[config.mk]
export PLATFORM = sky130hd
export DESIGN_NAME = bcs_seq
export DESIGN_NICKNAME = d
export VERILOG_FILES = /design/src/rtl/bcs_pkg.sv /design/src/rtl/bcs_addr_if.sv /design/src/rtl/bcs_addr_gen.sv /design/src/rtl/bcs_seq.sv
export SDC_FILE = /design/constraint.sdc
export NUM_CORES = 1
export LEC_CHECK = 0
export ABC_AREA = 1
export BUFFER_PORTS_ARGS = -buffer_cell sky130_fd_sc_hd__buf_4
export CORE_MARGIN = 5
export CORE_UTILIZATION = 50
export DETAILED_ROUTE_END_ITERATION = 10
export PLACE_DENSITY = 0.71
export SYNTH_ARGS = -nofsm -noshare
export SYNTH_HDL_FRONTEND = slang
export SYNTH_SLANG_ARGS = --single-unit
export TNS_END_PERCENT = 30
[constraint.sdc]
create_clock -name mclk -period 5.2 [get_ports mclk]
set_clock_uncertainty 0.15 [all_clocks]
set_input_delay 0.78 -clock mclk [delete_from_list [all_inputs] [get_ports mclk]]
set_output_delay 0.78 -clock mclk [all_outputs]
set_load 0.01 [all_outputs]
[src/rtl/bcs_pkg.sv]
package bcs_pkg;

    // Bus and data widths
    localparam int ADDR_W = 24;
    localparam int DATA_W = 16;
    localparam int BYTE_W = 8;
    localparam int EXT_W = 3;

    // Bytes per instruction word
    localparam logic [ADDR_W-1:0] WORD_BYTES = 24'h000002;

    // Highest extension word index (5th word)
    localparam logic [EXT_W-1:0] EXT_MAX = 3'h4;

    // Length of the internal state of a long branch, in states
    localparam int INT_STATES = 1;

    // Reset values
    localparam logic [ADDR_W-1:0] ADDR_RST = 24'h000000;
    localparam logic [DATA_W-1:0] DATA_RST = 16'h0000;

    // Instruction classes, as far as the bus sequence is concerned
    typedef enum logic [2:0] {
        KIND_PLAIN = 3'h0,
        KIND_BR8 = 3'h1,
        KIND_BR16 = 3'h2,
        KIND_BIT_TEST = 3'h3,
        KIND_BIT_MODIFY = 3'h4
    } bcs_kind_type;

    // Address source of one bus cycle
    typedef enum logic [1:0] {
        SLOT_EXT = 2'h0,
        SLOT_NEXT = 2'h1,
        SLOT_EA = 2'h2,
        SLOT_TGT = 2'h3
    } bcs_slot_type;

    // Sequencer states
    typedef enum logic [2:0] {
        ST_IDLE = 3'h0,
        ST_EXT = 3'h1,
        ST_INT = 3'h2,
        ST_OPRD = 3'h3,
        ST_NEXT = 3'h4,
        ST_TGT = 3'h5,
        ST_WR = 3'h6
    } bcs_state_type;

endpackage

[src/rtl/bcs_addr_if.sv]
`timescale 1ns/100ps
interface bcs_addr_if;
    import bcs_pkg::*;

    logic [ADDR_W-1:0] instr_addr;
    logic [ADDR_W-1:0] eff_addr;
    logic [ADDR_W-1:0] target;
    logic [EXT_W-1:0] ext_idx;
    logic [EXT_W-1:0] ext_words;
    bcs_slot_type slot;
    logic [ADDR_W-1:0] addr;

    modport seq
    (
        output instr_addr,
        output eff_addr,
        output target,
        output ext_idx,
        output ext_words,
        output slot,
        input addr
    );

    modport gen
    (
        input instr_addr,
        input eff_addr,
        input target,
        input ext_idx,
        input ext_words,
        input slot,
        output addr
    );

endinterface

[src/rtl/bcs_addr_gen.sv]
`timescale 1ns/100ps
module bcs_addr_gen
(
    // Address request and result
    bcs_addr_if.gen ai
);
    import bcs_pkg::*;

    // Byte offset of word n of an instruction, counting the first as 0
    function automatic logic [ADDR_W-1:0] word_off(input logic [EXT_W-1:0] n);
        word_off = ADDR_W'({21'h000000, n} * WORD_BYTES);
    endfunction

    always_comb
    begin
        case (ai.slot)
            // RULE_02 - extension word addresses
            SLOT_EXT: ai.addr = ai.instr_addr + word_off(ai.ext_idx);
            // RULE_03 - next instruction address
            SLOT_NEXT: ai.addr = ai.instr_addr +
                word_off(ai.ext_words + 3'h1);
            SLOT_EA: ai.addr = ai.eff_addr;
            SLOT_TGT: ai.addr = ai.target;
            default: ai.addr = ai.instr_addr;
        endcase
    end

endmodule // bcs_addr_gen

[src/rtl/bcs_seq.sv]
`timescale 1ns/100ps
// Notes on behaviour
// RULE_01 - After a locked cycle the bus stays owned; no immediate handover.
// RULE_02 - Extension words are word reads, in order, 2nd at bytes 3-4 onward.
// RULE_03 - Every sequence except the long branch includes a word read of the next instruction.
// RULE_04 - Short branch: word read at next address, then at target.
// RULE_05 - Long branch: read 2nd word, one internal state, read target.
// RULE_06 - Bit test on memory: extensions, byte read, locked next prefetch.
// RULE_07 - Bit modify: locked byte read, locked prefetch, byte write back.
// RULE_08 - Cycle length set by the addressed area; order never changes.
module bcs_seq
(
    // Clock and reset
    input wire logic mclk,
    input wire logic rst_n,
    // Instruction issue
    input wire logic instr_valid,
    input wire bcs_pkg::bcs_kind_type instr_kind,
    input wire logic [bcs_pkg::EXT_W-1:0] ext_words,
    input wire logic [bcs_pkg::ADDR_W-1:0] instr_addr,
    input wire logic [bcs_pkg::ADDR_W-1:0] effective_address,
    input wire logic [bcs_pkg::ADDR_W-1:0] branch_target,
    input wire logic [bcs_pkg::BYTE_W-1:0] wr_byte,
    output logic instr_ready,
    output logic instr_done,
    // System bus
    output logic bus_req,
    output logic [bcs_pkg::ADDR_W-1:0] bus_addr,
    output logic bus_byte,
    output logic bus_write,
    output logic [bcs_pkg::BYTE_W-1:0] bus_wdata,
    output logic bus_lock,
    output logic bus_int,
    input wire logic bus_ack,
    input wire logic [bcs_pkg::DATA_W-1:0] bus_rdata,
    // Read data
    output logic rd_valid,
    output logic [bcs_pkg::DATA_W-1:0] rd_data
);
    import bcs_pkg::*;

    bcs_state_type state_r, state_nxt;
    bcs_kind_type kind_r;
    logic [EXT_W-1:0] ext_words_r;
    logic [EXT_W-1:0] ext_idx_r, ext_idx_nxt;
    logic [ADDR_W-1:0] pc_r, ea_r, tgt_r;
    logic [BYTE_W-1:0] wbyte_r;
    logic req_r, byte_r, write_r, lock_r, int_r, done_r, rdv_r;
    logic [ADDR_W-1:0] addr_r;
    logic [DATA_W-1:0] rdata_r;
    logic next_seen_r;
    logic ready_r;
    logic step;
    logic start;
    bcs_kind_type kind_sel;
    logic [EXT_W-1:0] ext_sel;
    logic cur_locked;

    bcs_addr_if ai ();

    bcs_addr_gen u_addr_gen
    (
        .ai(ai.gen)
    );

    ////////////////////////////////////////////////////////////////////////
    // Next-state decode

    // State reached once the extension words are done
    function automatic bcs_state_type after_ext(input bcs_kind_type k);
        case (k)
            KIND_BR16: after_ext = ST_INT;
            KIND_BIT_TEST: after_ext = ST_OPRD;
            KIND_BIT_MODIFY: after_ext = ST_OPRD;
            default: after_ext = ST_NEXT;
        endcase
    endfunction

    // RULE_06 - locked prefetch cycles
    // Whether a state's bus cycle is a locked one
    function automatic logic is_locked(input bcs_state_type s,
                                       input bcs_kind_type k);
        is_locked = ((s == ST_OPRD) && (k == KIND_BIT_MODIFY)) ||
            ((s == ST_NEXT) &&
             ((k == KIND_BIT_TEST) || (k == KIND_BIT_MODIFY)));
    endfunction

    assign start = (state_r == ST_IDLE) && instr_valid;
    assign kind_sel = start ? instr_kind : kind_r;
    assign ext_sel = start ? ((instr_kind == KIND_BR16) ? 3'h1 :
        ((instr_kind == KIND_BR8) ? 3'h0 : ext_words)) : ext_words_r;
    // RULE_08 - a cycle ends only when the area reports completion
    assign step = ((state_r == ST_INT) || (req_r && bus_ack));
    assign cur_locked = is_locked(state_r, kind_r);

    always_comb
    begin
        state_nxt = state_r;
        ext_idx_nxt = ext_idx_r;
        case (state_r)
            ST_IDLE:
            begin
                if (instr_valid)
                begin
                    ext_idx_nxt = 3'h1;
                    // RULE_04 - short branch starts with the next fetch
                    if (ext_sel != 3'h0)
                        state_nxt = ST_EXT;
                    else
                        state_nxt = after_ext(kind_sel);
                end
            end
            ST_EXT:
            begin
                if (step)
                begin
                    // RULE_02 - extension words strictly in order
                    if (ext_idx_r < ext_words_r && ext_idx_r < EXT_MAX)
                        ext_idx_nxt = ext_idx_r + 3'h1;
                    else
                        state_nxt = after_ext(kind_r);
                end
            end
            // RULE_05 - one internal state, then the target
            ST_INT: state_nxt = ST_TGT;
            ST_OPRD:
            begin
                if (step)
                    state_nxt = ST_NEXT;
            end
            ST_NEXT:
            begin
                if (step)
                begin
                    if (kind_r == KIND_BR8)
                        state_nxt = ST_TGT;
                    // RULE_07 - write back follows the locked prefetch
                    else if (kind_r == KIND_BIT_MODIFY)
                        state_nxt = ST_WR;
                    else
                        state_nxt = ST_IDLE;
                end
            end
            ST_TGT, ST_WR:
            begin
                if (step)
                    state_nxt = ST_IDLE;
            end
            default: state_nxt = ST_IDLE;
        endcase
    end

    always_comb
    begin
        ai.instr_addr = start ? instr_addr : pc_r;
        ai.eff_addr = start ? effective_address : ea_r;
        ai.target = start ? branch_target : tgt_r;
        ai.ext_idx = ext_idx_nxt;
        ai.ext_words = ext_sel;
        case (state_nxt)
            ST_EXT: ai.slot = SLOT_EXT;
            ST_OPRD, ST_WR: ai.slot = SLOT_EA;
            ST_TGT: ai.slot = SLOT_TGT;
            default: ai.slot = SLOT_NEXT;
        endcase
    end

    ////////////////////////////////////////////////////////////////////////
    // Sequencer state

    always_ff @(posedge mclk or negedge rst_n)
    begin
        if (!rst_n)
        begin
            state_r <= ST_IDLE;
            ext_idx_r <= 3'h0;
            ready_r <= 1'b1;
        end
        else
        begin
            state_r <= state_nxt;
            ext_idx_r <= ext_idx_nxt;
            ready_r <= (state_nxt == ST_IDLE);
        end
    end

    always_ff @(posedge mclk or negedge rst_n)
    begin
        if (!rst_n)
        begin
            kind_r <= KIND_PLAIN;
            ext_words_r <= 3'h0;
            pc_r <= ADDR_RST;
            ea_r <= ADDR_RST;
            tgt_r <= ADDR_RST;
            wbyte_r <= 8'h00;
        end
        else if (start)
        begin
            kind_r <= instr_kind;
            ext_words_r <= ext_sel;
            pc_r <= instr_addr;
            ea_r <= effective_address;
            tgt_r <= branch_target;
            wbyte_r <= wr_byte;
        end
    end

    ////////////////////////////////////////////////////////////////////////
    // Bus cycle outputs

    always_ff @(posedge mclk or negedge rst_n)
    begin
        if (!rst_n)
        begin
            req_r <= 1'b0;
            addr_r <= ADDR_RST;
            byte_r <= 1'b0;
            write_r <= 1'b0;
            int_r <= 1'b0;
        end
        // RULE_08 - hold the cycle unchanged until it completes
        else if (start || step)
        begin
            req_r <= (state_nxt != ST_IDLE) && (state_nxt != ST_INT);
            addr_r <= ai.addr;
            byte_r <= (state_nxt == ST_OPRD) || (state_nxt == ST_WR);
            write_r <= (state_nxt == ST_WR);
            // RULE_05 - internal state with no bus access
            int_r <= (state_nxt == ST_INT);
        end
    end

    always_ff @(posedge mclk or negedge rst_n)
    begin
        if (!rst_n)
            lock_r <= 1'b0;
        // RULE_01 - a locked cycle keeps the bus into the next cycle
        else if (start || step)
            lock_r <= is_locked(state_nxt, kind_sel) ||
                (step && cur_locked);
        else if (state_r == ST_IDLE)
            lock_r <= 1'b0;
    end

    always_ff @(posedge mclk or negedge rst_n)
    begin
        if (!rst_n)
        begin
            done_r <= 1'b0;
            rdv_r <= 1'b0;
            rdata_r <= DATA_RST;
            next_seen_r <= 1'b0;
        end
        else
        begin
            done_r <= (state_r != ST_IDLE) && (state_nxt == ST_IDLE);
            rdv_r <= req_r && bus_ack && !write_r;
            if (req_r && bus_ack && !write_r)
                rdata_r <= bus_rdata;
            if (start)
                next_seen_r <= 1'b0;
            else if (state_r == ST_NEXT && step)
                next_seen_r <= 1'b1;
        end
    end

    assign instr_ready = ready_r;
    assign instr_done = done_r;
    assign bus_req = req_r;
    assign bus_addr = addr_r;
    assign bus_byte = byte_r;
    assign bus_write = write_r;
    assign bus_wdata = wbyte_r;
    assign bus_lock = lock_r;
    assign bus_int = int_r;
    assign rd_valid = rdv_r;
    assign rd_data = rdata_r;
endmodule // bcs_seq

# Yosys cells after proc, flatten, opt, wreduce, memory -nomap -nowiden
# Index checks and enable logic that the tools add are counted.
[op_classes]
n_addsub = 4
order_cmp = 2
eq_ne = 25
mux = 27
n_reduce_logical = 31
[ops]
columns = ["operator", "n"]
rows = [
  ["24-bit case mux with 4 select lines", 1],
  ["24-bit two-way mux", 3],
  ["24-bit by 4-bit adder with 24-bit output", 2],
  ["3-bit two-way mux", 16],
  ["3-bit by 2-bit == test with 1-bit output (second input constant)", 9],
  ["3-bit == test (second input constant)", 8],
  ["3-bit case mux with 2 select lines", 3],
  ["3-bit case mux with 6 select lines", 1],
  ["3-bit by 1-bit == test with 1-bit output (second input constant)", 4],
  ["1-bit logical AND", 11],
  ["3-bit nonzero test", 3],
  ["1-bit logical OR", 8],
  ["2-bit OR reduction", 4],
  ["3-bit by 1-bit adder with 3-bit output (second input constant)", 2],
  ["3-bit zero test", 2],
  ["2-bit case mux with 3 select lines", 1],
  ["2-bit == test (second input constant)", 2],
  ["3-bit less-than comparator", 1],
  ["3-bit less-than comparator (second input constant)", 1],
  ["3-bit by 2-bit inequality test with 1-bit output (second input constant)", 1],
  ["2-bit by 1-bit == test with 1-bit output (second input constant)", 1],
  ["2-bit zero test", 1],
  ["1-bit two-way mux", 2],
  ["2-bit nonzero test", 1],
  ["1-bit zero test", 1],
]
[word_totals]
ff_bits = 140
output_inout_bits = 56
word_cells = 107

# Logic depth before layout (Yosys ltp)
[logic_depth]
depth_word = 14
mapped_depth = 33

# Modules after synthesis
# Synthesis repeated with hierarchy kept, for this count alone.
[hier_totals]
hier_cells = 993
area_unflattened_um2 = 7238.2
[modules_own_cells]
columns = ["module", "n_inst", "cells_per_inst", "area_per_inst_um2", "seq_area_each_um2"]
rows = [
  ["bcs_seq", 1, 707, 5884.4, 3504.6],
  ["bcs_addr_gen", 1, 286, 1353.8, 0.0],
]

# Least setup slack after synthesis
# No wires, ideal clock.
[synth_timing]
path_type = "input to register"
startpoint = "input instr_valid"
endpoint = "register addr_r[15] (netlist: bus_addr[15])"
setup_ns = 0.117
t_arrival_ns = 4.336
slack_ns = 0.598
cell_stages = 30
n_path_buf = 4
cell_sequence = "nand3_4 > buf_6 > inv_6 > buf_2 > buf_1 > o21a_1 > ha_1 > inv_1 > nor2_1 > nand3_1 > nand2_1 > nand2_2 > buf_6 > nor2_1 > inv_1 > o21ai_0 > ha_1 > inv_1 > fa_1 > inv_1 > nand2_1 > nand2_1 > nand2_2 > nor3_2 > nand2_1 > xor2_1 > nand3_1 > nand2_1 > nand2_1 > nand2_1"
[synth_between]
elab_chain_len = 13
word_cells_on_any_way = 32
classes_between = "add/sub: 3; eq/ne: 10; mux: 13; reduce/logical: 6"
[synth_lines]
columns = ["item", "line", "source"]
rows = [
  ["start, declared", "bcs_seq.sv:17", "input wire logic instr_valid,"],
  ["1-bit logical AND", "bcs_seq.sv:88", "assign start = (state_r == ST_IDLE) && instr_valid;"],
  ["3-bit two-way mux", "-", ""],
  ["3-bit == test or 3-bit by 2-bit == test with 1-bit output (tied branches)", "bcs_seq.sv:71", "case (k)"],
  ["2-bit OR reduction (no source line)", "-", ""],
  ["3-bit case mux with 2 select lines", "bcs_seq.sv:71", ""],
  ["3-bit two-way mux", "bcs_seq.sv:107", "if (ext_sel != 3'h0)"],
  ["3-bit two-way mux", "bcs_seq.sv:103", "if (instr_valid)"],
  ["3-bit case mux with 6 select lines", "bcs_seq.sv:100", "case (state_r)"],
  ["3-bit by 2-bit == test with 1-bit output or 3-bit == test (tied branches)", "bcs_seq.sv:160", "case (state_nxt)"],
  ["2-bit OR reduction", "bcs_seq.sv:160", ""],
  ["2-bit case mux with 3 select lines", "bcs_seq.sv:160", ""],
  ["2-bit == test (tied with other cells)", "bcs_addr_gen.sv:16", "case (ai.slot)"],
  ["24-bit case mux with 4 select lines", "bcs_addr_gen.sv:16", ""],
  ["end signal, assigned", "bcs_seq.sv:226", "addr_r <= ai.addr;"],
  ["end, declared", "bcs_seq.sv:49", "logic [ADDR_W-1:0] addr_r;"],
]
# Several ways; a longest one is shown, not always the timed one.
# A chain may end at the register's enable or synchronous reset.

# Worst setup path in the final report
[layout_timing]
startpoint = "register state_r[1]"
endpoint = "register addr_r[15] (netlist: bus_addr[15])"
[layout_between]
word_cells_on_any_way = 46
classes_between = "add/sub: 3; eq/ne: 16; mux: 18; reduce/logical: 9"
[layout_lines]
columns = ["item", "line", "source"]
rows = [
  ["start, declared", "bcs_seq.sv:42", "bcs_state_type state_r, state_nxt;"],
  ["start signal, assigned", "bcs_seq.sv:181", "state_r <= state_nxt;"],
  ["3-bit zero test (*)", "bcs_seq.sv:88", ""],
  ["1-bit logical AND (*)", "bcs_seq.sv:88", ""],
  ["3-bit two-way mux (*)", "bcs_seq.sv:90", "assign ext_sel = start ? ((instr_kind == KIND_BR16) ? 3'h1 :"],
  ["named net ai.ext_words[0]", "bcs_addr_if.sv:9", "logic [EXT_W-1:0] ext_words;"],
  ["3-bit nonzero test", "bcs_seq.sv:107", ""],
  ["3-bit two-way mux", "bcs_seq.sv:107", ""],
  ["3-bit two-way mux", "bcs_seq.sv:103", ""],
  ["3-bit case mux with 6 select lines", "bcs_seq.sv:100", ""],
  ["3-bit by 2-bit == test with 1-bit output or 3-bit == test (tied branches)", "bcs_seq.sv:160", ""],
  ["2-bit OR reduction", "bcs_seq.sv:160", ""],
  ["2-bit case mux with 3 select lines", "bcs_seq.sv:160", ""],
  ["2-bit == test (tied with other cells)", "bcs_addr_gen.sv:16", ""],
  ["24-bit case mux with 4 select lines (*)", "bcs_addr_gen.sv:16", ""],
]
# Mark *: on every way through the listed nets, which the timed path passes. The rest lies on a longest branch.

==> metrics.cfg <==
[run_status]
outcome = finished clean

[setup_path]
reg2reg_depth = 29
crit_fanout = 15
cpMostUsedCell = nand2_1
cp-end-kind = flop
critPathKind = flop to flop
critPathSlowestCell = dfrtp_1
slowest_delay_ps = 460
cp-start-kind = flop
r2r_end = bus_addr[15]
r2r-start = state_r[1]
crit_arrival_ps = 4740
critPathTopFamily = simple AND/OR/NAND/NOR gates
cp_num_buf_inv = 5
reg2reg_slack_ps = 610
crit_required_ps = 5350

[logic_synthesis]
ys_warn_count = 0
async_flop_share_pct = 100
synth-edff-count = 0
synth.distinct_cells = 42
avgSynthCellArea_um2 = 7.57
ys_ff_latch = 140
synth_cells = 1002
ys_seq_area_share_pct = 46.2
syn_nets = 1117
ys.flop_type = dfrtp_1
syn-cell-area_um2 = 7580

[clock_network]
tritoncts = built
cts_sinks = 140
path_clk_slew_ps = 60
htree_levels = 4
clock_path_buffers = 2
cts_buffers = 17
cts_hold_buf = 0
post-cts-setup-buffer-count = 0
cts_root_buf = clkbuf_16
clk_latency_ps = 420
cts_resized = 0

[floorplanning]
core_area_um2 = 15000
die_w_um = 133
start_util_pct = 50.4
ioPinCount = 162
die-area_um2 = 17700
rows = 45
die_y_um = 133

[timing]
setup_viol = 0
worst_slew_pin_slew_ps = 1040
fin_crit_sh_pct = 88.2
finalSetupTns_ps = 0
hold_viol_final = 0
slew_headroom_pct = 30.5
fmax_ghz = 0.218
drv_slew = 0
rsz0062_at_grt = false
finalCriticalPeriod_ps = 4590

[power]
power-per-cell-area_nw_per_um2 = 720
ir_drop_v = 0.000310
p_leak_uw = 0.00511
total_power_uw = 6760

[detailed_routing]
wl_per_cell_um = 15.5
ant_nets = 0
drc = 0
wirelength_mm = 20.9
vias_per_cell = 5.10
dr.pass1.iters = 5
drt_iter0_drc = 509
vias = 6878

[layout]
area_delta_synth_final_pct = 23.9
final_common_cell = nand2_1
drive_gt1_share_pct = 23.3
antenna-diode-count = 0
mostFrequentLayoutCells = nand2_1, buf_4, dfrtp_1, inv_1, nor2_1
utilization_pct = 62.5
nNetsFinal = 1264

[placement]
port_buffers = 161
gp_congestion = 0.925
hpwl_mm = 15.3

[global_route]
antenna_found_initial = 0
grt_max_degree = 109
grt_pass1_wl_mm = 34.2
top_usage_layer = met2
grt_util_met1_pct = 34.1
grt_use_met3_pct = 4.49
grt_pass1_vias = 6638
grt_usage_pct = 24.1
overflow = 0
grt_use_met2_pct = 38.1

[worst_hold_path]
hold_depth = 2
hold_path.class = flop to flop
worstHoldStart = rd_data[15]
holdPathEnd = rd_data[15]

[flow_run]
max_cap_viol_count = 0

cells in the mapped netlist, drive strengths merged, types with 2 or more instances:
cell type | instances | area [µm²]
nor2 | 67 | 309
nand3 | 52 | 308
o22ai | 2 | 12.5
buf | 31 | 231
nor3 | 7 | 66.3
a31oi | 2 | 12.5
inv | 101 | 384
o21ai | 30 | 161
xor2 | 13 | 114
a21oi | 26 | 153
dfrtp | 139 | 3480
or2 | 13 | 81.3
clkinv | 4 | 15.0
o21a | 4 | 30.0
clkbuf | 12 | 45.0
nand2 | 438 | 1690
nand4 | 46 | 303
ha | 8 | 100
worst max path at each step:
stage | startpoint | endpoint | cells past startpoint
after floorplan | instr_valid | bus_addr[15] | 30
final | state_r[1] | bus_addr[15] | 29
after global placement | instr_valid | bus_addr[15] | 29
after detailed placement | instr_valid | bus_addr[15] | 29
after CTS | state_r[1] | bus_addr[15] | 29
after global routing | state_r[1] | bus_addr[15] | 29
cell type report:
class | instances | area, µm²
Fill cell | 1370 | 5640
Sequential cell | 140 | 3500
Multi-Input combinational cell | 714 | 3400
Timing Repair Buffer | 171 | 1290
Clock buffer | 19 | 443
Inverter | 105 | 399
Tap cell | 188 | 235
Clock inverter | 12 | 124
state kept, by name, indices dropped and copies added, names as in the netlist:
name / flops
rd_data: 16
rd_valid: 1
kind_r: 3
state_r: 3
ext_words_r: 3
bus_write: 1
ext_idx_r: 3
bus_wdata: 8
tgt_r: 24
instr_done: 1
bus_addr: 24
pc_r: 24
bus_byte: 1
ea_r: 24
bus_lock: 1
bus_int: 1
instr_ready: 1
bus_req: 1
per-stage QoR:
stage,cells,hold slack [ps],area [µm²],setup slack [ps]
after floorplan,1002,295,7580,598
after global placement,1318,306,8830,741
after detailed placement,1318,312,8830,602
after CTS,1349,325,9400,658
after global routing,1349,344,9400,83.5
final,1349,323,9400,613
metal layers:
metal  vias to the layer above  part of all wire [%]  routed length [µm]
li1                       3438                     -                   -
met1                      3192                    47                9750
met2                       219                    46                9560
met3                        29                   6.0                1260
met4                         0                   1.7                 356
met5                         -                     0                   0
logic make-up after synthesis:
family | count (synthesis) | share of synthesized area, %
xor gates and xnor gates | 14 | 1.62
DFF | 140 | 46.2
and+or+nand+nor | 626 | 36.7
AOI/OAI and AO/OA | 65 | 4.97
adders and majority gates | 9 | 1.58
buffers and inverters | 148 | 8.91
power breakdown:
| group | total (µW) | leakage, µW | internal [µW] | switching (µW) |
|---|---|---|---|---|
| clock | 1170 | 0.000270 | 711 | 459 |
| combinational | 3750 | 0.00316 | 1270 | 2480 |
| sequential | 1850 | 0.00169 | 1620 | 227 |
tightest hold or removal path, cell delays in order, from the launching register on:
cell     delay (ps)
dfrtp_1         340
nand2_1          50
nand2_1          50
No activity file was read; power rests on OpenSTA's default activity.
